$ cat config.mk
export PLATFORM = sky130hd
export DESIGN_NAME = rx_audio_clock_infoframe_regs
export DESIGN_NICKNAME = d
export VERILOG_FILES = /design/src/rx_regs_pkg.sv /design/src/rx_audio_clock_infoframe_regs.sv /design/src/sticky_flags.sv
export SDC_FILE = /design/constraint.sdc
export NUM_CORES = 1
export LEC_CHECK = 0
export BUFFER_PORTS_ARGS = -buffer_cell sky130_fd_sc_hd__buf_2
export CAP_MARGIN = 25
export CORE_MARGIN = 2
export CORE_UTILIZATION = 35
export CTS_CLUSTER_DIAMETER = 60
export DETAILED_ROUTE_END_ITERATION = 10
export SLEW_MARGIN = 5
export SYNTH_ARGS = -nofsm -noshare
export SYNTH_HDL_FRONTEND = slang
export SYNTH_SLANG_ARGS = --single-unit
$ cat constraint.sdc
create_clock -name clk_i -period 1.6 [get_ports clk_i]
set_input_delay 0.16 -clock clk_i [delete_from_list [all_inputs] [get_ports clk_i]]
set_output_delay 0.16 -clock clk_i [all_outputs]
set_load 0.01 [all_outputs]
$ cat src/rx_regs_pkg.sv
// Package with register offsets, field positions and reset values of the
// receiver audio clock and frame register slice.
// Assumes an 8-bit register port with byte-wide registers.
package rx_regs_pkg;
   localparam logic [7:0] audio_clock_control_addr        = 8'h58;
   localparam logic [7:0] link_pad_fifo_control_addr      = 8'h59;
   localparam logic [7:0] packet_seen_flags_addr          = 8'h5a;
   localparam logic [7:0] link_mode_status_addr           = 8'h5b;
   localparam logic [7:0] channel_status_byte0_addr       = 8'h5e;
   localparam logic [7:0] channel_status_category_addr    = 8'h5f;
   localparam logic [7:0] channel_status_numbers_addr     = 8'h60;
   localparam logic [7:0] channel_status_rate_addr        = 8'h61;
   localparam logic [7:0] channel_status_word_length_addr = 8'h62;
   localparam logic [7:0] time_stamp_high_addr            = 8'h7b;
   localparam logic [7:0] time_stamp_mid_addr             = 8'h7c;
   localparam logic [7:0] time_stamp_low_divider_high_addr = 8'h7d;
   localparam logic [7:0] video_frame_version_addr        = 8'h80;
   localparam logic [7:0] video_frame_format_addr         = 8'h81;
   localparam logic [7:0] video_frame_aspect_addr         = 8'h82;
   localparam logic [7:0] video_frame_scaling_addr        = 8'h83;
   localparam logic [7:0] event_status_addr               = 8'hf0;
   localparam logic [7:0] event_mask_addr                 = 8'hf1;

   // Audio clock control fields.
   localparam int regen_block_bit    = 3;
   localparam int mclk_multiple_lsb  = 0;
   // Pad and FIFO control fields.
   localparam int pullup_off_bit     = 6;
   localparam int term_override_bit  = 5;
   localparam int term_manual_bit    = 4;
   localparam int underflow_rst_bit  = 2;
   localparam int overflow_rst_bit   = 1;
   localparam int high_z_bit         = 0;
   // Link mode status field.
   localparam int link_mode_bit      = 3;

   // Event status bits.
   localparam int ev_packet_bit      = 0;
   localparam int ev_underflow_bit   = 1;
   localparam int ev_overflow_bit    = 2;
   localparam int ev_regen_bit       = 3;
   localparam int ev_mode_bit        = 4;
   localparam int event_count        = 5;
   localparam int packet_kind_count  = 7;

   localparam logic [7:0]  control_reset    = 8'h00;
   localparam logic [7:0]  status_reset     = 8'h00;
   localparam logic [10:0] mclk_unit_fs     = 11'h080;

   // Sampling frequency codes and rates in units of 100 Hz.
   localparam logic [3:0]  fs_44k1 = 4'h0;
   localparam logic [3:0]  fs_48k  = 4'h2;
   localparam logic [3:0]  fs_32k  = 4'h3;
   localparam logic [3:0]  fs_88k2 = 4'h8;
   localparam logic [3:0]  fs_96k  = 4'ha;
   localparam logic [3:0]  fs_176k4 = 4'hc;
   localparam logic [3:0]  fs_192k = 4'he;
   localparam logic [11:0] rate_44k1 = 12'h1b9;
   localparam logic [11:0] rate_48k  = 12'h1e0;
   localparam logic [11:0] rate_32k  = 12'h140;
   localparam logic [11:0] rate_88k2 = 12'h372;
   localparam logic [11:0] rate_96k  = 12'h3c0;
   localparam logic [11:0] rate_176k4 = 12'h6e4;
   localparam logic [11:0] rate_192k = 12'h780;
   localparam logic [11:0] rate_none = 12'h000;
endpackage

$ cat src/rx_audio_clock_infoframe_regs.sv
// Register slice of a video and audio link receiver: audio clock control,
// pad control, packet flags, channel status and video frame fields.
// Assumes all inputs synchronous to clk_i and pulses one cycle long.
//
// Functional notes
// - Regeneration block bit stops received packets updating time stamp, divider.
// - Master clock multiple code selects (code plus one) times 128 fs.
// - Pull-up off bit disables internal pull-ups on EEPROM serial lines.
// - Termination override: 0 automatic, 1 manual termination bit controls.
// - Manual termination bit: 0 terminated normally, 1 disconnected.
// - Underflow auto-reset bit resets audio FIFO on detected underflow.
// - Overflow auto-reset bit resets audio FIFO on detected overflow.
// - High-impedance bit releases EEPROM serial lines for in-circuit programming.
// - Packet flags set on reception; cleared only by reset or clock loss.
// - Flag bits: video, audio, source product, MPEG, protection, codes one, two.
// - Time stamp bits 19-12, 11-4, then 3-0 in third upper nibble.
// - Divider bits 19-16 in lower nibble of the third register.
// - Pixel encoding 00 RGB, 01 YCbCr 4:2:2, 10 YCbCr 4:4:4.
// - Active format present bit is 1 when format data valid.
// - Bar field 00 none, 01 horizontal, 10 vertical, 11 both.
// - Active format ratio 8 same, 9 4:3, A 16:9, B 14:9.
`timescale 1ns/100ps
module rx_audio_clock_infoframe_regs (
   input  wire logic        clk_i,
   input  wire logic        rst_n_i,
   input  wire logic [7:0]  reg_addr_i,
   input  wire logic [7:0]  reg_wdata_i,
   input  wire logic        reg_write_i,
   input  wire logic        reg_read_i,
   output logic      [7:0]  reg_rdata_o,
   input  wire logic        loss_of_clock_i,
   input  wire logic [6:0]  packet_received_i,
   input  wire logic        link_mode_i,
   input  wire logic        regen_valid_i,
   input  wire logic [19:0] regen_cts_i,
   input  wire logic [19:0] regen_n_i,
   input  wire logic        channel_status_valid_i,
   input  wire logic [7:0]  channel_status_byte0_i,
   input  wire logic [7:0]  channel_status_category_i,
   input  wire logic [7:0]  channel_status_numbers_i,
   input  wire logic [7:0]  channel_status_rate_i,
   input  wire logic [3:0]  channel_status_word_length_i,
   input  wire logic        video_info_frame_valid_i,
   input  wire logic [7:0]  video_frame_version_i,
   input  wire logic [6:0]  video_frame_format_i,
   input  wire logic [7:0]  video_frame_aspect_i,
   input  wire logic [1:0]  video_frame_scaling_i,
   input  wire logic        fifo_underflow_i,
   input  wire logic        fifo_overflow_i,
   input  wire logic        auto_term_connect_i,
   output logic      [2:0]  master_clock_multiple_o,
   output logic      [10:0] mclk_fs_multiple_o,
   output logic      [11:0] sample_rate_o,
   output logic             serial_line_pullup_en_o,
   output logic             eeprom_serial_lines_oe_n_o,
   output logic             clock_term_connect_o,
   output logic             audio_fifo_reset_o,
   output logic             irq_o
);
   typedef struct packed {
      logic [7:0]  audio_ctl;
      logic [7:0]  pad_ctl;
      logic        link_mode;
      logic [7:0]  cs_byte0;
      logic [7:0]  cs_category;
      logic [7:0]  cs_numbers;
      logic [7:0]  cs_rate;
      logic [3:0]  cs_word_length;
      logic [19:0] cts;
      logic [3:0]  n_high;
      logic [7:0]  avi_version;
      logic [6:0]  avi_format;
      logic [7:0]  avi_aspect;
      logic [1:0]  avi_scaling;
      logic [4:0]  ev_mask;
      logic [7:0]  rdata;
      logic [2:0]  mclk_code;
      logic [10:0] mclk_mult;
      logic [11:0] rate;
      logic        pullup_en;
      logic        lines_oe_n;
      logic        term_connect;
      logic        fifo_reset;
      logic        irq;
   } state_type;

   state_type state;
   state_type next_state;

   logic [6:0] packet_flags;
   logic [4:0] ev_flags;
   logic [4:0] ev_set;
   logic [4:0] ev_clear;
   logic       wr_status;

   assign wr_status = reg_write_i &&
                      reg_addr_i == rx_regs_pkg::event_status_addr;
   assign ev_clear  = wr_status ? reg_wdata_i[4:0] : 5'h00;

   always_comb begin
      ev_set = 5'h00;
      ev_set[rx_regs_pkg::ev_packet_bit]    = |(packet_received_i
                                                & ~packet_flags);
      ev_set[rx_regs_pkg::ev_underflow_bit] = fifo_underflow_i;
      ev_set[rx_regs_pkg::ev_overflow_bit]  = fifo_overflow_i;
      ev_set[rx_regs_pkg::ev_regen_bit]     = regen_valid_i;
      ev_set[rx_regs_pkg::ev_mode_bit]      = link_mode_i != state.link_mode;
   end

   // Bit positions follow the packet kinds on packet_received_i.
   sticky_flags #(
      .width (rx_regs_pkg::packet_kind_count)
   ) packet_seen (
      .clk_i       (clk_i),
      .rst_n_i     (rst_n_i),
      .set_i       (packet_received_i),
      .clear_i     (7'h00),
      .clear_all_i (loss_of_clock_i),
      .flags_o     (packet_flags)
   );

   sticky_flags #(
      .width (rx_regs_pkg::event_count)
   ) event_status (
      .clk_i       (clk_i),
      .rst_n_i     (rst_n_i),
      .set_i       (ev_set),
      .clear_i     (ev_clear),
      .clear_all_i (1'b0),
      .flags_o     (ev_flags)
   );

   always_comb begin
      next_state = state;
      next_state.link_mode = link_mode_i;

      // Register writes.
      if (reg_write_i) begin
         case (reg_addr_i)
            rx_regs_pkg::audio_clock_control_addr: begin
               next_state.audio_ctl = reg_wdata_i;
            end
            rx_regs_pkg::link_pad_fifo_control_addr: begin
               next_state.pad_ctl = reg_wdata_i;
            end
            rx_regs_pkg::time_stamp_high_addr: begin
               next_state.cts[19:12] = reg_wdata_i;
            end
            rx_regs_pkg::time_stamp_mid_addr: begin
               next_state.cts[11:4] = reg_wdata_i;
            end
            rx_regs_pkg::time_stamp_low_divider_high_addr: begin
               next_state.cts[3:0] = reg_wdata_i[7:4];
               next_state.n_high   = reg_wdata_i[3:0];
            end
            rx_regs_pkg::event_mask_addr: begin
               next_state.ev_mask = reg_wdata_i[4:0];
            end
            default: begin
            end
         endcase
      end

      // Received packets win over a software write in the same cycle.
      if (regen_valid_i &&
          !state.audio_ctl[rx_regs_pkg::regen_block_bit]) begin
         next_state.cts    = regen_cts_i;
         next_state.n_high = regen_n_i[19:16];
      end

      if (channel_status_valid_i) begin
         next_state.cs_byte0       = channel_status_byte0_i;
         next_state.cs_category    = channel_status_category_i;
         next_state.cs_numbers     = channel_status_numbers_i;
         next_state.cs_rate        = {2'b00, channel_status_rate_i[5:0]};
         next_state.cs_word_length = channel_status_word_length_i;
      end

      if (video_info_frame_valid_i) begin
         next_state.avi_version = video_frame_version_i;
         // Encoding 6-5, format present 4, bars 3-2.
         next_state.avi_format  = video_frame_format_i;
         // Ratio field 3-0 carries the active format codes.
         next_state.avi_aspect  = video_frame_aspect_i;
         next_state.avi_scaling = video_frame_scaling_i;
      end

      // Register reads, data in the following cycle.
      next_state.rdata = 8'h00;
      if (reg_read_i) begin
         case (reg_addr_i)
            rx_regs_pkg::audio_clock_control_addr: begin
               next_state.rdata = state.audio_ctl;
            end
            rx_regs_pkg::link_pad_fifo_control_addr: begin
               next_state.rdata = state.pad_ctl;
            end
            rx_regs_pkg::packet_seen_flags_addr: begin
               next_state.rdata = {1'b0, packet_flags};
            end
            rx_regs_pkg::link_mode_status_addr: begin
               next_state.rdata = 8'h00;
               next_state.rdata[rx_regs_pkg::link_mode_bit] =
                  state.link_mode;
            end
            rx_regs_pkg::channel_status_byte0_addr: begin
               next_state.rdata = state.cs_byte0;
            end
            rx_regs_pkg::channel_status_category_addr: begin
               next_state.rdata = state.cs_category;
            end
            rx_regs_pkg::channel_status_numbers_addr: begin
               next_state.rdata = state.cs_numbers;
            end
            rx_regs_pkg::channel_status_rate_addr: begin
               next_state.rdata = state.cs_rate;
            end
            rx_regs_pkg::channel_status_word_length_addr: begin
               next_state.rdata = {4'h0, state.cs_word_length};
            end
            rx_regs_pkg::time_stamp_high_addr: begin
               next_state.rdata = state.cts[19:12];
            end
            rx_regs_pkg::time_stamp_mid_addr: begin
               next_state.rdata = state.cts[11:4];
            end
            rx_regs_pkg::time_stamp_low_divider_high_addr: begin
               next_state.rdata = {state.cts[3:0], state.n_high};
            end
            rx_regs_pkg::video_frame_version_addr: begin
               next_state.rdata = state.avi_version;
            end
            rx_regs_pkg::video_frame_format_addr: begin
               next_state.rdata = {1'b0, state.avi_format};
            end
            rx_regs_pkg::video_frame_aspect_addr: begin
               next_state.rdata = state.avi_aspect;
            end
            rx_regs_pkg::video_frame_scaling_addr: begin
               next_state.rdata = {6'h00, state.avi_scaling};
            end
            rx_regs_pkg::event_status_addr: begin
               next_state.rdata = {3'h0, ev_flags};
            end
            rx_regs_pkg::event_mask_addr: begin
               next_state.rdata = {3'h0, state.ev_mask};
            end
            default: begin
               next_state.rdata = 8'h00;
            end
         endcase
      end

      // Master clock multiple from the control code.
      next_state.mclk_code = state.audio_ctl[2:0];
      next_state.mclk_mult = 11'({8'h00, state.audio_ctl[2:0]} + 11'h001)
                             * rx_regs_pkg::mclk_unit_fs;

      // Sampling frequency decode of the channel status rate field.
      case (state.cs_rate[3:0])
         rx_regs_pkg::fs_44k1: next_state.rate = rx_regs_pkg::rate_44k1;
         rx_regs_pkg::fs_48k: next_state.rate = rx_regs_pkg::rate_48k;
         rx_regs_pkg::fs_32k: next_state.rate = rx_regs_pkg::rate_32k;
         rx_regs_pkg::fs_88k2: next_state.rate = rx_regs_pkg::rate_88k2;
         rx_regs_pkg::fs_96k: next_state.rate = rx_regs_pkg::rate_96k;
         rx_regs_pkg::fs_176k4: next_state.rate = rx_regs_pkg::rate_176k4;
         rx_regs_pkg::fs_192k: next_state.rate = rx_regs_pkg::rate_192k;
         default: next_state.rate = rx_regs_pkg::rate_none;
      endcase

      // Pad control.
      next_state.pullup_en  =
         !state.pad_ctl[rx_regs_pkg::pullup_off_bit];
      next_state.lines_oe_n =
         state.pad_ctl[rx_regs_pkg::high_z_bit];
      if (state.pad_ctl[rx_regs_pkg::term_override_bit]) begin
         next_state.term_connect =
            !state.pad_ctl[rx_regs_pkg::term_manual_bit];
      end else begin
         next_state.term_connect = auto_term_connect_i;
      end

      // Audio FIFO auto-reset.
      next_state.fifo_reset =
         (fifo_underflow_i &&
          state.pad_ctl[rx_regs_pkg::underflow_rst_bit]) ||
         (fifo_overflow_i &&
          state.pad_ctl[rx_regs_pkg::overflow_rst_bit]);

      next_state.irq = |(ev_flags & state.ev_mask);
   end

   always_ff @(posedge clk_i or negedge rst_n_i) begin
      if (!rst_n_i) begin
         state              <= '0;
         state.pullup_en    <= 1'b1;
         state.term_connect <= 1'b1;
      end else begin
         state <= next_state;
      end
   end

   assign reg_rdata_o                = state.rdata;
   assign master_clock_multiple_o    = state.mclk_code;
   assign mclk_fs_multiple_o         = state.mclk_mult;
   assign sample_rate_o              = state.rate;
   assign serial_line_pullup_en_o    = state.pullup_en;
   assign eeprom_serial_lines_oe_n_o = state.lines_oe_n;
   assign clock_term_connect_o       = state.term_connect;
   assign audio_fifo_reset_o         = state.fifo_reset;
   assign irq_o                      = state.irq;
endmodule

$ cat src/sticky_flags.sv
// Bank of sticky flags: set by hardware pulses, cleared by a write of ones
// or all at once by a clear pulse.
// Assumes set and clear inputs synchronous to clk_i.
`timescale 1ns/100ps
module sticky_flags #(
   parameter int width = 8
) (
   input  wire logic             clk_i,
   input  wire logic             rst_n_i,
   input  wire logic [width-1:0] set_i,
   input  wire logic [width-1:0] clear_i,
   input  wire logic             clear_all_i,
   output logic      [width-1:0] flags_o
);
   typedef struct packed {
      logic [width-1:0] flags;
   } flag_state_type;

   flag_state_type state;
   flag_state_type next_state;

   always_comb begin
      next_state = state;
      if (clear_all_i) begin
         next_state.flags = '0;
      end else begin
         // A set arriving with its clear keeps the flag.
         next_state.flags = (state.flags & ~clear_i) | set_i;
      end
   end

   always_ff @(posedge clk_i or negedge rst_n_i) begin
      if (!rst_n_i) begin
         state <= '0;
      end else begin
         state <= next_state;
      end
   end

   assign flags_o = state.flags;
endmodule

==> metrics.txt <==
status=finished, final reports clean; share of cell area taken by muxes after synthesis=approximately a fifth; number of buffers created by CTS=17; final setup fails=0; synthesized area per cell=around 11 um^2; boundary pin count=between 150 and 200; DIE HEIGHT=146 um; Die W=approximately 150 um; capture point of the worst path=reg_rdata_o[2]; Worst Clk Skew=roughly 0.01 ns; wire length of the first global-routing pass=34500 um; endpoint of the most critical register-to-register path=reg_rdata_o[2]; Adder-Cell Fraction of Synth Area=less than 1%; drt wl/cell=~19 um; type of element capturing the critical path=flop; fill cell count=1760; worst reg-to-reg setup slack=roughly 0.14 ns; Die Outline Area=0.0213 mm^2; xor/xnor cell area share of the yosys netlist=0.248%; clock period minus worst slack=between 1 and 1.5 ns; Clock Latency Late Sink=approximately 0.43 ns; number of standard-cell rows in the floorplan=51; most area-consuming cells after synthesis=sky130_fd_sc_hd__dfrtp_1 (51%), sky130_fd_sc_hd__mux2_2 (9.7%), sky130_fd_sc_hd__mux2i_1 (6.5%), sky130_fd_sc_hd__buf_4 (3.7%), sky130_fd_sc_hd__mux2_1 (3.5%); critical path data required time=1.88 ns; list of most frequent post-synthesis cells=sky130_fd_sc_hd__dfrtp_1 (145), sky130_fd_sc_hd__mux2_2 (61), sky130_fd_sc_hd__mux2i_1 (46); Netlist cell types=58; post-synthesis instance area=roughly 0.0071 mm^2; critical path start-end classification=reg -> reg; worst voltage drop across the vdd grid=700 uV; half-perimeter wire length after detailed placement=15900 um; Final Hold Violating Endpoints=0; DR vias=around 5900; clock tree from TritonCTS=built; post-CTS setup buffers=0; placer congestion estimate=between 0.9 and 1; sequential area share after synthesis=a little over half; drt initial violations=325; launching element of the worst setup path=event_status.flags_o[2]; area used by sequential logic in the layout=0.00368 mm^2; number of buffers on the longest clock path=2; fin nets=approximately 1000; Finished Cell Area=around 0.01 mm^2; layout-stage area growth over the synthesis result=42.7%; Synth Area in Simple Gates=a little over a tenth; critical path arrival=roughly 1.7 ns; most frequent cell after synthesis=sky130_fd_sc_hd__dfrtp_1; sort of element at the start of the critical path=flop; worst reg-to-reg path cell count=4; area used by multi-input combinational logic=between 0.002 and 0.003 mm^2; Design Power=between 9 and 10 mW; number of slew-limit violations in the final report=0; CTS sink count=roughly 150; drt total wl=22100 um; remaining number of nets flagged by the antenna check after routing=0; root buffer cell=sky130_fd_sc_hd__clkbuf_16; share of cells above drive strength 1=between 30% and 40%; H-Tree Level Count=4; kind of path behind the tightest hold check=in -> reg; portion of the clock cycle consumed by the worst path in the final layout=a little over 90%; number of enable flip-flop cells after synthesis=0; main combinational cell family by area after synthesis=multiplexers; number of standard cells after synthesis=614; source of the worst register-to-register timing path=event_status.flags_o[2]; initial standard-cell utilization of the core=between 30% and 40%; achievable clock frequency=roughly 680 MHz; count of unresolved DRC violations after routing=0; share of the synthesized area in the top cell type=between 50% and 60%; Total GRT Usage=21.3%; FFs w/ async S/R, synth=100%; vias in the first global route=around 6000; First-pass DRT Iterations=5; Seq cells post-synth=147; Ant. Diodes=0; via density per instance=4.98; antenna violations before repair=0; area of the core=approximately 0.02 mm^2; P per Cell Area=~920 mW/mm^2; total placed instance area=between 0.008 and 0.009 mm^2; global-route congestion overflow total=0; area leader, netlist=sky130_fd_sc_hd__dfrtp_1; static power due to leakage=about 4.6 nW; Crit Path Max Fanout=3; Compound-Gate Fraction of Synth Area=between 10% and 20%; count of input and output buffers=148; most used flip-flop cell after synthesis=sky130_fd_sc_hd__dfrtp_1; maximum number of pins on one net before global-route repair=50; setup repair after global routing missed its margin=no; YS warnings=0; Max-cap violations=0; clock transition at the register clock pins on the worst setup and hold paths after CTS=0.06 ns
placed cells by master, fill, tap and decap left out, types with 4 or more instances in the layout:
cell and n:
sky130_fd_sc_hd__nor3_1 11, sky130_fd_sc_hd__clkinvlp_4 6, sky130_fd_sc_hd__buf_2 147, sky130_fd_sc_hd__mux2_1 22, sky130_fd_sc_hd__a22o_1 6, sky130_fd_sc_hd__conb_1 8, sky130_fd_sc_hd__o21ai_0 14, sky130_fd_sc_hd__nand3_1 9
sky130_fd_sc_hd__clkinv_2 4, sky130_fd_sc_hd__dfrtp_1 145, sky130_fd_sc_hd__a31oi_1 14, sky130_fd_sc_hd__inv_1 9, sky130_fd_sc_hd__and2_1 7, sky130_fd_sc_hd__and3_1 8, sky130_fd_sc_hd__nand2_1 44, sky130_fd_sc_hd__buf_4 69
sky130_fd_sc_hd__nor3b_1 5, sky130_fd_sc_hd__a21oi_1 6, sky130_fd_sc_hd__clkbuf_16 17, sky130_fd_sc_hd__nor2b_1 7, sky130_fd_sc_hd__a32oi_1 4, sky130_fd_sc_hd__mux2_2 61, sky130_fd_sc_hd__nor2_1 27, sky130_fd_sc_hd__a22oi_1 12
sky130_fd_sc_hd__o21ai_1 25, sky130_fd_sc_hd__dlygate4sd3_1 101, sky130_fd_sc_hd__buf_12 11, sky130_fd_sc_hd__a21o_1 5, sky130_fd_sc_hd__mux2i_1 46
layer usage:
layer,share of wire [%],vias to the layer above,track usage [%]
met5,0,-,0
met1,42,2877,26.6
met3,5.1,39,3.45
met2,50,197,36.8
li1,-,2751,-
met4,2.7,0,8.43
cell type report:
class	count	share of cell area (%)
clock inverter	13	1.12
clock buffer	19	4.40
inverter	11	0.410
multi-input combinational	393	29.4
timing repair buffer	329	24.8
sequential	147	36.6
tap	265	3.29
how the worst min path moves through the flow:
| stage | from | depth (start not counted) | end |
|---|---|---|---|
| after floorplan | rst_n_i | 0 | audio_fifo_reset_o |
| after global placement | rst_n_i | 1 | state[73] |
| after detailed placement | rst_n_i | 1 | state[73] |
| after CTS | regen_cts_i[17] | 3 | state[90] |
| after global routing | regen_cts_i[17] | 3 | state[90] |
| final | regen_cts_i[17] | 3 | state[90] |
worst max-delay path, cell delays in order (launching register included):
cell	delay [ns]
sky130_fd_sc_hd__dfrtp_1	0.45
sky130_fd_sc_hd__a32oi_1	0.24
sky130_fd_sc_hd__o22ai_1	0.11
sky130_fd_sc_hd__a32oi_1	0.32
sky130_fd_sc_hd__a31oi_1	0.20
registers in the layout, indices dropped and copies added (netlist names):
signal,cells
irq_o,1
state,101
audio_fifo_reset_o,1
serial_line_pullup_en_o,1
eeprom_serial_lines_oe_n_o,1
reg_rdata_o,8
sample_rate_o,10
master_clock_multiple_o,3
next_state,4
packet_seen.flags_o,7
mclk_fs_multiple_o,4
event_status.flags_o,5
clock_term_connect_o,1
timing repair:
action	in CTS	in global routing
gates resized for setup	0	3
hold buffers	101	0
setup endpoints to repair	0	2
hold endpoints to repair	220	0
through the flow:
stage | util (%) | std cells | hold slack, ns | TNS, ns | worst slack, ns
global route | 51.4 | 1177 | 0.00158 | 0 | 0.0269
detailed placement | 43.3 | 1044 | 0.0734 | -2.91 | -0.187
finish | 51.4 | 1177 | 0.00411 | 0 | 0.139
global placement | 43.3 | 1044 | 0.0729 | -2.11 | -0.226
floorplan | - | 621 | -0.136 | 0 | 0.0401
CTS | 51.3 | 1177 | 0.00312 | 0 | 0.0854
cells by family after synthesis:
| family | Yosys count |
|---|---|
| xor gates and xnor gates | 2 |
| DFF | 147 |
| muxes | 129 |
| adders and majority gates | 1 |
| buffers and inverters | 81 |
| AOI/OAI and AO/OA | 111 |
| other | 1 |
| and+or+nand+nor | 142 |
where the power goes:
| part | leakage (nW) | switching [mW] | internal [mW] | total [mW] |
|---|---|---|---|---|
| registers | 1.81 | 0.184 | 4.01 | 4.19 |
| clock network | 0.257 | 1.59 | 2.17 | 3.76 |
| logic | 2.54 | 0.631 | 0.723 | 1.35 |
| total | 4.61 | 2.41 | 6.90 | 9.30 |
No activity file was read; power rests on OpenSTA's default activity.
